<file path="config.mk">
export PLATFORM = sky130hd
export DESIGN_NAME = hpt_thermo_ctrl
export DESIGN_NICKNAME = d
export VERILOG_FILES = /design/src/hw/hpt_thermo_ctrl.v
export VERILOG_INCLUDE_DIRS = /design/src /design/src/hw
export SDC_FILE = /design/constraint.sdc
export NUM_CORES = 1
export LEC_CHECK = 0
export BUFFER_PORTS_ARGS = -buffer_cell sky130_fd_sc_hd__buf_2
export CORE_MARGIN = 3
export CORE_UTILIZATION = 54
export DETAILED_ROUTE_END_ITERATION = 10
export PLACE_DENSITY = 0.8
export SETUP_SLACK_MARGIN = 0.4
export SKIP_CTS_REPAIR_TIMING = 1
export SYNTH_ARGS = -nofsm -noshare
export SYNTH_HDL_FRONTEND = slang
export SYNTH_SLANG_ARGS = --single-unit
</file>
<file path="constraint.sdc">
create_clock -name clk_sys_in -period 5.1 [get_ports clk_sys_in]
set_clock_uncertainty 0.05 [all_clocks]
set_input_delay 1.02 -clock clk_sys_in [delete_from_list [all_inputs] [get_ports clk_sys_in]]
set_output_delay 1.02 -clock clk_sys_in [all_outputs]
set_load 0.05 [all_outputs]
</file>
<file path="src/hw/hpt_defs.vh">
// What this block does
// - Room thermostat off stops heat pump and pump
// - Two zones: heat takes higher, cool lower
// - Flag open or short zone sensors
// - Buffer target: higher plus delta, or lower
// - Water target: buffer plus 2, lower minus 3
// - Buffer heating: room off above buffer target
// - Heat-to-cool kept 1 above cool-to-heat
// - Auto: on entry, heat below heat-to-cool, else cool
// - Auto hold-or-swap decision per current mode
// - Auto decision taken once every 60 minutes
// - Auto cooling runs between 19 and 16 degrees
// - Valve to tank while tank thermostat on
// - Internal heater: off after 15 s or 75
// - Otherwise off after 20 s above limits
// - Tank on below setpoint plus re-heat offset
// - Pump runs 3 minutes before heat pump
// - Tank water setpoint capped at 51
// - Outlet target 55 below 5, else 57
// - Outlet stop after 3 min, restart inlet minus 3
// - Inlet above 57/55 for 30 s stops
// - Internal heater on conditions, 20 min gap
// - Internal heater off conditions
//
// Purpose: constants of the heat pump mode and thermostat controller
// Assumes: temperatures are signed whole degrees C, 8 bits
// Notes:   definitions only
`ifndef HPT_DEFS_VH
`define HPT_DEFS_VH

// APB register byte offsets
`define HPT_OFS_CTRL      8'h00
`define HPT_OFS_SETPT0    8'h04
`define HPT_OFS_SETPT1    8'h08
`define HPT_OFS_STATUS    8'h0C

// Control register fields
`define HPT_CTRL_POWER    0
`define HPT_CTRL_MODE_LO  1
`define HPT_CTRL_BUFFER   3
`define HPT_CTRL_TWO_ZONE 4
`define HPT_CTRL_INT_SEL  5
`define HPT_CTRL_Z1_ACT   6
`define HPT_CTRL_Z2_ACT   7
`define HPT_CTRL_HTR_EN   8
`define HPT_CTRL_RESET    32'h0000_0000
`define HPT_SETPT0_RESET  32'h0005_0F14
`define HPT_SETPT1_RESET  32'h0023_2330

// Operating modes
`define HPT_MODE_HEAT     2'h0
`define HPT_MODE_COOL     2'h1
`define HPT_MODE_AUTO     2'h2
`define HPT_MODE_TANK     2'h3

// Temperature figures in degrees C
// Signed, so compares against sub-zero readings stay signed
`define HPT_T_BUF_HEAT    9'sh002
`define HPT_T_BUF_COOL    9'sh003
`define HPT_T_BUF_OFF     9'sh000
`define HPT_T_CHG_GAP     9'sh001
`define HPT_T_ACOOL_ON    9'sh013
`define HPT_T_ACOOL_OFF   9'sh010
`define HPT_T_OUT_MAX     9'sh04B
`define HPT_T_TANK_GAP    9'sh001
`define HPT_T_TANK_CAP    9'sh033
`define HPT_T_AMB_SPLIT   9'sh005
`define HPT_T_OUT_LOW     9'sh037
`define HPT_T_OUT_HIGH    9'sh039
`define HPT_T_OUT_HYST    9'sh002
`define HPT_T_INL_HYST    9'sh003

// Zone sensor ADC limits
`define HPT_ADC_OPEN      10'h3F0
`define HPT_ADC_SHORT     10'h00F

// Times, seconds unless named otherwise
`define HPT_CLK_PERIOD_NS 10
`define HPT_TICK_NS       1000000000
`define HPT_S_TANK_INT    8'h0F
`define HPT_S_TANK_EXT    8'h14
`define HPT_S_OUT_QUAL    8'hB4
`define HPT_S_INL_QUAL    8'h1E
`define HPT_S_PRERUN      8'hB4
`define HPT_S_HTR_GAP     11'h4B0
`define HPT_S_AUTO_EVAL   12'hE10

`endif

</file>
<file path="src/hw/hpt_thermo_ctrl.v">
// Purpose: heat pump mode choice, water targets and thermostats
// Assumes: temperature inputs synchronous to clk_sys_in
// Notes:   registers reached over APB, two-cycle transfers
//
// Local design decisions: the placing of the registers and register access over APB.
`timescale 1ns/100ps
`include "hpt_defs.vh"

module hpt_thermo_ctrl #(
	parameter TICK_CYCLES = `HPT_TICK_NS / `HPT_CLK_PERIOD_NS
) (
	// Clock and reset
	input  wire        clk_sys_in,
	input  wire        rstn_in,
	// APB slave
	input  wire        psel_in,
	input  wire        penable_in,
	input  wire        pwrite_in,
	input  wire [7:0]  paddr_in,
	input  wire [31:0] pwdata_in,
	output reg  [31:0] prdata_out,
	output reg         pready_out,
	output reg         pslverr_out,
	// Temperature readings
	input  wire [7:0]  amb_temp_in,
	input  wire [7:0]  outlet_temp_in,
	input  wire [7:0]  inlet_temp_in,
	input  wire [7:0]  tank_temp_in,
	input  wire [7:0]  buf_temp_in,
	input  wire        room_thermo_on_in,
	input  wire [9:0]  zone1_adc_in,
	input  wire [9:0]  zone2_adc_in,
	// Actuators and status
	output reg         hp_on_out,
	output reg         pump_on_out,
	output reg         valve_tank_out,
	output reg         tank_heater_out,
	output reg         cooling_out,
	output reg         zone1_fault_out,
	output reg         zone2_fault_out
);

	// Sign extension to the working width
	function signed [8:0] sx;
		input [7:0] v;
		begin
			sx = {v[7], v};
		end
	endfunction

	// Qualification length per timer index
	function [7:0] qual_lim;
		input integer i;
		begin
			if (i == 0)
				qual_lim = `HPT_S_TANK_INT;
			else if (i == 1 || i == 2)
				qual_lim = `HPT_S_TANK_EXT;
			else if (i == 3)
				qual_lim = `HPT_S_OUT_QUAL;
			else
				qual_lim = `HPT_S_INL_QUAL;
		end
	endfunction

	// Register file
	reg  [31:0] ctrl;
	reg  [31:0] setpt0;
	reg  [31:0] setpt1;
	wire [31:0] status;

	wire        power    = ctrl[`HPT_CTRL_POWER];
	wire [1:0]  mode     = ctrl[`HPT_CTRL_MODE_LO+1:`HPT_CTRL_MODE_LO];
	wire        buf_sel  = ctrl[`HPT_CTRL_BUFFER];
	wire        two_zone = ctrl[`HPT_CTRL_TWO_ZONE];
	wire        int_sel  = ctrl[`HPT_CTRL_INT_SEL];
	wire        htr_en   = ctrl[`HPT_CTRL_HTR_EN];
	wire        int_use  = int_sel & htr_en;

	wire signed [8:0] h2c_raw  = sx(setpt0[7:0]);
	wire signed [8:0] c2h      = sx(setpt0[15:8]);
	wire signed [8:0] buf_dlt  = sx(setpt0[23:16]);
	wire signed [8:0] reheat   = sx(setpt0[31:24]);
	wire signed [8:0] tank_set = sx(setpt1[7:0]);
	wire signed [8:0] z1_tgt   = sx(setpt1[15:8]);
	wire signed [8:0] z2_tgt   = sx(setpt1[23:16]);

	wire signed [8:0] amb    = sx(amb_temp_in);
	wire signed [8:0] outlet = sx(outlet_temp_in);
	wire signed [8:0] inlet  = sx(inlet_temp_in);
	wire signed [8:0] tank   = sx(tank_temp_in);
	wire signed [8:0] btemp  = sx(buf_temp_in);

	// APB handshake, one wait-free access phase
	wire apb_setup  = psel_in & ~penable_in;
	wire apb_commit = psel_in & penable_in & pready_out;
	reg  [31:0] next_prdata;
	reg         next_slverr;

	// Address decode, answered in the setup cycle
	always @* begin
		next_prdata = 32'h0000_0000;
		next_slverr = 1'b0;
		if (paddr_in == `HPT_OFS_CTRL)
			next_prdata = ctrl;
		else if (paddr_in == `HPT_OFS_SETPT0)
			next_prdata = setpt0;
		else if (paddr_in == `HPT_OFS_SETPT1)
			next_prdata = setpt1;
		else if (paddr_in == `HPT_OFS_STATUS)
			next_prdata = status;
		else
			next_slverr = 1'b1;
		if (pwrite_in)
			next_prdata = 32'h0000_0000;
	end

	// Bus answer flops, pready high only in access phase
	always @(posedge clk_sys_in or negedge rstn_in) begin
		if (!rstn_in) begin
			pready_out  <= 1'b0;
			prdata_out  <= 32'h0000_0000;
			pslverr_out <= 1'b0;
		end else begin
			pready_out <= apb_setup;
			if (apb_setup) begin
				prdata_out  <= next_prdata;
				pslverr_out <= next_slverr;
			end
		end
	end

	// Register writes take effect on the completing edge only
	always @(posedge clk_sys_in or negedge rstn_in) begin
		if (!rstn_in) begin
			ctrl   <= `HPT_CTRL_RESET;
			setpt0 <= `HPT_SETPT0_RESET;
			setpt1 <= `HPT_SETPT1_RESET;
		end else if (apb_commit && pwrite_in) begin
			if (paddr_in == `HPT_OFS_CTRL)
				ctrl <= {23'h000000, pwdata_in[8:0]};
			else if (paddr_in == `HPT_OFS_SETPT0)
				setpt0 <= pwdata_in;
			else if (paddr_in == `HPT_OFS_SETPT1)
				setpt1 <= {8'h00, pwdata_in[23:0]};
		end
	end

	// One-second tick shared by all slow timers
	reg [26:0] pre_cnt;
	reg        sec_tick;
	always @(posedge clk_sys_in or negedge rstn_in) begin
		if (!rstn_in) begin
			pre_cnt  <= 27'h0000000;
			sec_tick <= 1'b0;
		end else if (pre_cnt == TICK_CYCLES[26:0] - 27'h0000001) begin
			pre_cnt  <= 27'h0000000;
			sec_tick <= 1'b1;
		end else begin
			pre_cnt  <= pre_cnt + 27'h0000001;
			sec_tick <= 1'b0;
		end
	end

	// Changeover setpoint never below cool-to-heat plus gap
	wire signed [8:0] h2c_min = c2h + `HPT_T_CHG_GAP;
	wire signed [8:0] h2c = (h2c_raw < h2c_min) ? h2c_min : h2c_raw;

	// Auto mode decision, re-judged once an hour
	reg        auto_cool;
	reg        auto_first;
	reg [11:0] hour_cnt;
	wire       in_auto  = power & (mode == `HPT_MODE_AUTO);
	wire       hour_end = sec_tick & (hour_cnt == `HPT_S_AUTO_EVAL - 12'h001);
	always @(posedge clk_sys_in or negedge rstn_in) begin
		if (!rstn_in) begin
			auto_cool  <= 1'b0;
			auto_first <= 1'b1;
			hour_cnt   <= 12'h000;
		end else if (!in_auto) begin
			auto_first <= 1'b1;
			hour_cnt   <= 12'h000;
		end else begin
			if (sec_tick)
				hour_cnt <= hour_end ? 12'h000 : hour_cnt + 12'h001;
			if (auto_first) begin
				auto_first <= 1'b0;
				auto_cool  <= ~(amb < h2c);
			end else if (hour_end) begin
				if (auto_cool)
					auto_cool <= (amb > c2h);
				else
					auto_cool <= ~(amb > h2c);
			end
		end
	end

	// Auto cooling compressor window, hysteresis on ambient
	reg cool_allow;
	always @(posedge clk_sys_in or negedge rstn_in) begin
		if (!rstn_in)
			cool_allow <= 1'b0;
		else if (amb >= `HPT_T_ACOOL_ON)
			cool_allow <= 1'b1;
		else if (amb <= `HPT_T_ACOOL_OFF)
			cool_allow <= 1'b0;
	end

	// Zone selection and targets
	wire z1_act = ctrl[`HPT_CTRL_Z1_ACT] | ~two_zone;
	wire z2_act = ctrl[`HPT_CTRL_Z2_ACT] & two_zone;
	wire room_cool = (mode == `HPT_MODE_COOL) | (in_auto & auto_cool);
	reg signed [8:0] z_hi;
	reg signed [8:0] z_lo;
	always @* begin
		z_hi = z1_tgt;
		z_lo = z1_tgt;
		if (z1_act && z2_act) begin
			z_hi = (z2_tgt > z1_tgt) ? z2_tgt : z1_tgt;
			z_lo = (z2_tgt < z1_tgt) ? z2_tgt : z1_tgt;
		end else if (z2_act) begin
			z_hi = z2_tgt;
			z_lo = z2_tgt;
		end
	end

	// Buffer and water targets
	wire signed [8:0] buf_tgt = room_cool ? z_lo : z_hi + buf_dlt;
	wire signed [8:0] wat_buf = room_cool ? z_lo - `HPT_T_BUF_COOL
	                                      : buf_tgt + `HPT_T_BUF_HEAT;
	wire signed [8:0] wat_tgt = buf_sel ? wat_buf : (room_cool ? z_lo : z_hi);

	// Room thermostat: buffer heating judged on buffer temperature
	wire buf_off = btemp > buf_tgt + `HPT_T_BUF_OFF;
	wire room_on = (buf_sel && !room_cool) ? ~buf_off : room_thermo_on_in;

	// Tank setpoints and limits
	wire signed [8:0] tank_wsp = (tank_set < `HPT_T_TANK_CAP) ? tank_set
	                                                          : `HPT_T_TANK_CAP;
	wire signed [8:0] tank_on_sp = int_use ? tank_set : tank_wsp;
	wire amb_low = amb < `HPT_T_AMB_SPLIT;
	wire signed [8:0] out_tgt  = amb_low ? `HPT_T_OUT_LOW : `HPT_T_OUT_HIGH;
	wire signed [8:0] inl_lim  = amb_low ? `HPT_T_OUT_LOW : `HPT_T_OUT_HIGH;

	// Tank-side state
	reg        tank_thermo;
	reg        water_stop;
	reg        inlet_stop;
	reg signed [8:0] inlet_at_stop;
	reg [7:0]  prerun_cnt;
	reg        int_htr;
	reg [10:0] htr_gap;
	reg [1:0]  mode_q;
	reg        power_q;
	wire       in_tank = power & (mode == `HPT_MODE_TANK);
	wire       prerun_done = (prerun_cnt >= `HPT_S_PRERUN);
	wire       hp_thermo = tank_thermo & prerun_done & ~water_stop & ~inlet_stop;

	// Continuous-duration qualifiers
	wire [4:0] qual_cond;
	wire [4:0] qual_done;
	assign qual_cond[0] = in_tank & (tank > tank_set);
	assign qual_cond[1] = in_tank & (tank > tank_set + `HPT_T_TANK_GAP);
	assign qual_cond[2] = in_tank & water_stop & (tank > tank_wsp);
	assign qual_cond[3] = in_tank & tank_thermo & (outlet > out_tgt + `HPT_T_OUT_HYST);
	assign qual_cond[4] = in_tank & tank_thermo & (inlet > inl_lim);

	genvar g;
	generate
		for (g = 0; g < 5; g = g + 1) begin : g_qual
			reg [7:0] cnt;
			// Count seconds while held, restart on any drop
			always @(posedge clk_sys_in or negedge rstn_in) begin
				if (!rstn_in)
					cnt <= 8'h00;
				else if (!qual_cond[g])
					cnt <= 8'h00;
				else if (sec_tick && cnt < qual_lim(g))
					cnt <= cnt + 8'h01;
			end
			assign qual_done[g] = qual_cond[g] & (cnt >= qual_lim(g));
		end
	endgenerate

	// Tank thermostat on and off decisions
	wire tank_off_int = qual_done[0] | (outlet > `HPT_T_OUT_MAX);
	wire tank_off_ext = qual_done[1] | qual_done[2];
	wire tank_off = int_use ? tank_off_int : tank_off_ext;
	wire tank_on  = tank < tank_on_sp + reheat;

	always @(posedge clk_sys_in or negedge rstn_in) begin
		if (!rstn_in)
			tank_thermo <= 1'b0;
		else if (!in_tank)
			tank_thermo <= 1'b0;
		else if (tank_thermo && tank_off)
			tank_thermo <= 1'b0;
		else if (!tank_thermo && tank_on)
			tank_thermo <= 1'b1;
	end

	// Pump-only lead-in after the tank thermostat turns on
	always @(posedge clk_sys_in or negedge rstn_in) begin
		if (!rstn_in)
			prerun_cnt <= 8'h00;
		else if (!tank_thermo)
			prerun_cnt <= 8'h00;
		else if (sec_tick && !prerun_done)
			prerun_cnt <= prerun_cnt + 8'h01;
	end

	// Heat pump water stops; inlet captured when the outlet trips
	always @(posedge clk_sys_in or negedge rstn_in) begin
		if (!rstn_in) begin
			water_stop    <= 1'b0;
			inlet_stop    <= 1'b0;
			inlet_at_stop <= 9'h000;
		end else if (!tank_thermo) begin
			water_stop <= 1'b0;
			inlet_stop <= 1'b0;
		end else begin
			if (!water_stop && qual_done[3]) begin
				water_stop    <= 1'b1;
				inlet_at_stop <= inlet;
			end else if (water_stop && outlet < inlet_at_stop - `HPT_T_INL_HYST)
				water_stop <= 1'b0;
			if (!inlet_stop && qual_done[4])
				inlet_stop <= 1'b1;
			else if (inlet_stop && inlet < inl_lim)
				inlet_stop <= 1'b0;
		end
	end

	// Internal heater with minimum off time; gap starts elapsed
	wire htr_gap_ok = (htr_gap >= `HPT_S_HTR_GAP);
	wire htr_kill = qual_done[0] | hp_thermo | (mode != mode_q) | ~power;
	wire htr_start = in_tank & (tank < tank_set) & ~hp_thermo & htr_gap_ok & int_sel;
	always @(posedge clk_sys_in or negedge rstn_in) begin
		if (!rstn_in) begin
			int_htr <= 1'b0;
			htr_gap <= `HPT_S_HTR_GAP;
			mode_q  <= `HPT_MODE_HEAT;
			power_q <= 1'b0;
		end else begin
			mode_q  <= mode;
			power_q <= power;
			if (int_htr && htr_kill) begin
				int_htr <= 1'b0;
				htr_gap <= 11'h000;
			end else if (!int_htr && htr_start)
				int_htr <= 1'b1;
			else if (!int_htr && sec_tick && !htr_gap_ok)
				htr_gap <= htr_gap + 11'h001;
		end
	end

	// Zone sensor open and short detection, two-zone only
	wire z1_bad = (zone1_adc_in >= `HPT_ADC_OPEN) | (zone1_adc_in <= `HPT_ADC_SHORT);
	wire z2_bad = (zone2_adc_in >= `HPT_ADC_OPEN) | (zone2_adc_in <= `HPT_ADC_SHORT);

	// Actuator decisions
	reg next_hp;
	reg next_pump;
	reg next_valve;
	always @* begin
		next_hp    = 1'b0;
		next_pump  = 1'b0;
		next_valve = 1'b0;
		if (in_tank) begin
			next_valve = tank_thermo;
			next_pump  = tank_thermo;
			next_hp    = hp_thermo;
		end else if (power && room_on) begin
			next_pump = 1'b1;
			next_hp   = ~(in_auto & auto_cool & ~cool_allow);
		end
		// Room thermostat off leaves both off in room modes
		if (!in_tank && !room_on) begin
			next_hp   = 1'b0;
			next_pump = 1'b0;
		end
	end

	// Registered outputs
	always @(posedge clk_sys_in or negedge rstn_in) begin
		if (!rstn_in) begin
			hp_on_out       <= 1'b0;
			pump_on_out     <= 1'b0;
			valve_tank_out  <= 1'b0;
			tank_heater_out <= 1'b0;
			cooling_out     <= 1'b0;
			zone1_fault_out <= 1'b0;
			zone2_fault_out <= 1'b0;
		end else begin
			hp_on_out       <= next_hp;
			pump_on_out     <= next_pump;
			valve_tank_out  <= next_valve;
			tank_heater_out <= int_htr;
			cooling_out     <= room_cool & ~in_tank;
			zone1_fault_out <= two_zone & z1_bad;
			zone2_fault_out <= two_zone & z2_bad;
		end
	end

	// Status word, live state of the block
	assign status = {7'h00, buf_tgt[7:0], wat_tgt[7:0], zone2_fault_out,
	                 zone1_fault_out, tank_thermo, int_htr, valve_tank_out,
	                 pump_on_out, hp_on_out, cooling_out, power_q};

endmodule // hpt_thermo_ctrl

</file>
==> metrics.md <==
| Metric | Value |
|---|---|
| Status | `completed` |
| Final wirelength | `41.1 mm` |
| Worst-path clk slew | `0.07 ns` |
| GR Overflow Total | `0` |
| DR pass1 iterations | `6` |
| Worst Path Arrival | `5.26 ns` |
| Max Freq | `about 0.21 GHz` |
| DP HPWL | `30.4 mm` |
| CTS max path bufs | `3` |
| Static Leak | `approximately 8 nW` |
| R2R Setup Slk | `0.26 ns` |
| Yosys warnings | `0` |
| Fin area | `0.0169 mm^2` |
| CP required | `5.52 ns` |
| Final nets | `1925` |
| Inserted Clock Buffers | `25` |
| Vias in the first global route | `12200` |
| # rows | `just under 60` |
| Count of mapped cells out of synthesis | `1504` |
| CTS tree | `built` |
| Final number of setup-violating endpoints | `0` |
| GPL Wtd Cong | `1.01` |
| Starting Density | `55.9%` |
| Root Driver | `clkbuf_16` |
| Post-synthesis sequential element count | `around 220` |
| Hold Crit Class | `input port to async pin` |
| Die Area | `between 0.02 and 0.03 mm^2` |
| Port bufs | `between 100 and 150` |
| Fillcell total | `2004` |
| GRT Util Overall | `between 20% and 30%` |
| Ys flop type | `dfrtp_1` |
| Clock latency on the worst-skew pair | `roughly 0.55 ns` |
| Clk sink count | `223` |
| DR vias | `12500` |
| Synth cell count leaders | `202 x dfrtp_1, 136 x nor2_1, 123 x ha_1, 117 x nand2_1, 89 x inv_1` |
| Via density | `slightly above 6` |
| Critical path startpoint category | `flip-flop` |
| Area delta synth->final | `18.3%` |
| I/O pin total | `roughly 150` |
| Die Y-Extent | `about 170 um` |
| Pin count of the biggest net entering global routing | `110` |
| Setup TNS | `0 ns` |
| WS Path Type | `flip-flop to flip-flop` |
| Most common cell in the netlist | `dfrtp_1` |
| Worst slew pin tran | `1.18 ns` |
| Syn nets | `1735` |
| Remaining DRCs | `0` |
| Antenna violations before repair | `7` |
| Initial DRC count | `1015` |
| Number of max-cap violations | `0` |
| Number of distinct library cells after synthesis | `81` |
| Detail Route Antenna Nets | `0` |
| EDFF count, synth | `0` |
| Critical R2R Launch | `setpt1[19]` |
| Die W | `169 um` |
| Reg2reg end | `hp_on_out` |
| CP Capture Type | `flip-flop` |
| RSZ-0062 raised after global routing | `true` |
| Top post-synthesis cells by area | `dfrtp_1 35%, ha_1 11%, mux2_2 5.8%, dfstp_2 3.9%, nor2_1 3.6%` |
| Mean Syn Cell Area | `9.52 um^2` |
| Core Area | `approximately 0.026 mm^2` |
| Share of the synthesized area in the top cell type | `35.3%` |
| Tmin final | `4.84 ns` |
| Pwr dens | `235 mW/mm^2` |
| Peak VDD IR | `0.253 mV` |
| Fraction of layout cells with a size suffix above 1 | `24.5%` |
| Final Hold Fails | `0` |
| Mapped Area | `0.0143 mm^2` |
| Crit path max fanout | `6` |
| Pins Over Slew Limit | `0` |
| Final worst slack | `0.258 ns` |
| R2R depth | `20` |
| Register area share after synthesis | `39.1%` |
| Placement Cell Area | `around 0.016 mm^2` |
| Post-synth ARST share | `100%` |
| Normalized max-slew margin | `a little over a fifth` |
| First-pass GRT wire length | `64.0 mm` |
| Period utilisation layout | `95.0%` |
| Clock H-tree levels | `1` |
| Post-Place Setup Slack | `-0.0290 ns` |
| Leading area contributor after synthesis | `dfrtp_1` |
| Routed len/inst | `approximately 20 um` |
## sequential cells by signal, summed over array words and instances, names as in the netlist, 2 cells and up
register	count
pre_cnt	27
setpt0	32
g_qual.cnt	40
prdata_out	32
inlet_at_stop	8
htr_gap	11
mode_q	2
ctrl	9
prerun_cnt	8
hour_cnt	12
setpt1	24
## area by class of cell
| class | count | area (um^2) | share of cell area (%) |
|---|---|---|---|
| antenna | 2 | 5.00 | 0.0295 |
| clock buffer | 31 | 678 | 4.00 |
| sequential | 223 | 5610 | 33.1 |
| tap | 330 | 413 | 2.44 |
| clock inverter | 15 | 176 | 1.04 |
| inverter | 89 | 337 | 1.99 |
| timing repair buffer | 210 | 1250 | 7.40 |
| multi-input combinational | 1145 | 8470 | 50.0 |
## critical path, cell delays in order (launching register included)
cell and delay, ns:
dfrtp_1 0.44, ha_1 0.41, a21oi_1 0.13, o221a_1 0.29, and3b_2 0.23, o22ai_4 0.25, mux2i_2 0.30, inv_2 0.07
ha_4 0.17, fa_2 0.40, a211oi_2 0.28, nor2_1 0.09, a21oi_2 0.17, nor2_1 0.06, a31o_2 0.26, ha_4 0.27
nand2_2 0.06, or3_4 0.36, o311ai_4 0.26, a21oi_4 0.08, o22ai_2 0.14
## per-layer routing
layer / wire (um) / vias up / global-route usage, %
met4: 1560 / 12 / 9.78
met1: 16500 / 6069 / 35.6
li1: - / 5809 / -
met5: 77 / - / 0
met3: 3150 / 120 / 4.93
met2: 19900 / 500 / 47.2
## layout by cell type, fill, tap and decap left out, types with 14 or more instances in the layout
cell and instances:
mux2_2 74, nor2_1 135, dfrtp_1 202, inv_1 86
nand4_1 29, nand2_1 116, o21ai_0 73, nor2b_1 14
mux2i_1 20, xor2_1 50, o21a_1 29, buf_2 137
buf_4 71, and2_1 22, dfstp_2 21, nor3_1 27
a21oi_1 55, xnor2_1 46, ha_1 116, and3_1 24
nand3_1 46, o211ai_1 20, clkbuf_16 25
## power by group
part	internal, mW	switching (mW)
clock network	1.10	0.765
registers	1.78	0.0101
logic	0.126	0.191
total	3.01	0.966
## through the flow
stage,power [mW],utilization [%],std cells,hold slack (ns)
final,3.98,66.1,2045,0.352
after floorplan,1.97,-,1504,0.299
after global placement,2.11,61.2,1975,0.404
after global routing,4.11,66.1,2044,0.385
after CTS,3.99,64.5,2021,0.353
after detailed placement,2.12,61.2,1975,0.410
## worst max-delay path by stage
| stage | start | to | slack [ns] | cells after the start |
|---|---|---|---|---|
| 6_report | setpt1[19] | hp_on_out | 0.26 | 20 |
| 5_1_grt | setpt1[13] | hp_on_out | 0.12 | 23 |
| 4_1_cts | setpt1[13] | pump_on_out | -0.07 | 21 |
| 3_5_place_dp | setpt1[13] | pump_on_out | -0.03 | 21 |
| 3_3_place_gp | setpt1[13] | pump_on_out | 0.09 | 21 |
| 2_1_floorplan | setpt1[13] | pump_on_out | 0.42 | 23 |
## cell families after synthesis
group	after synthesis	share of synthesized area (%)
xor+xnor	96	5.87
fa+ha+maj	125	11.0
flops	223	39.1
mux	95	7.29
compound gates	336	16.1
simple gates	493	16.9
buf+inv	136	3.64
Note: power is estimated with default switching activity, not from simulation.
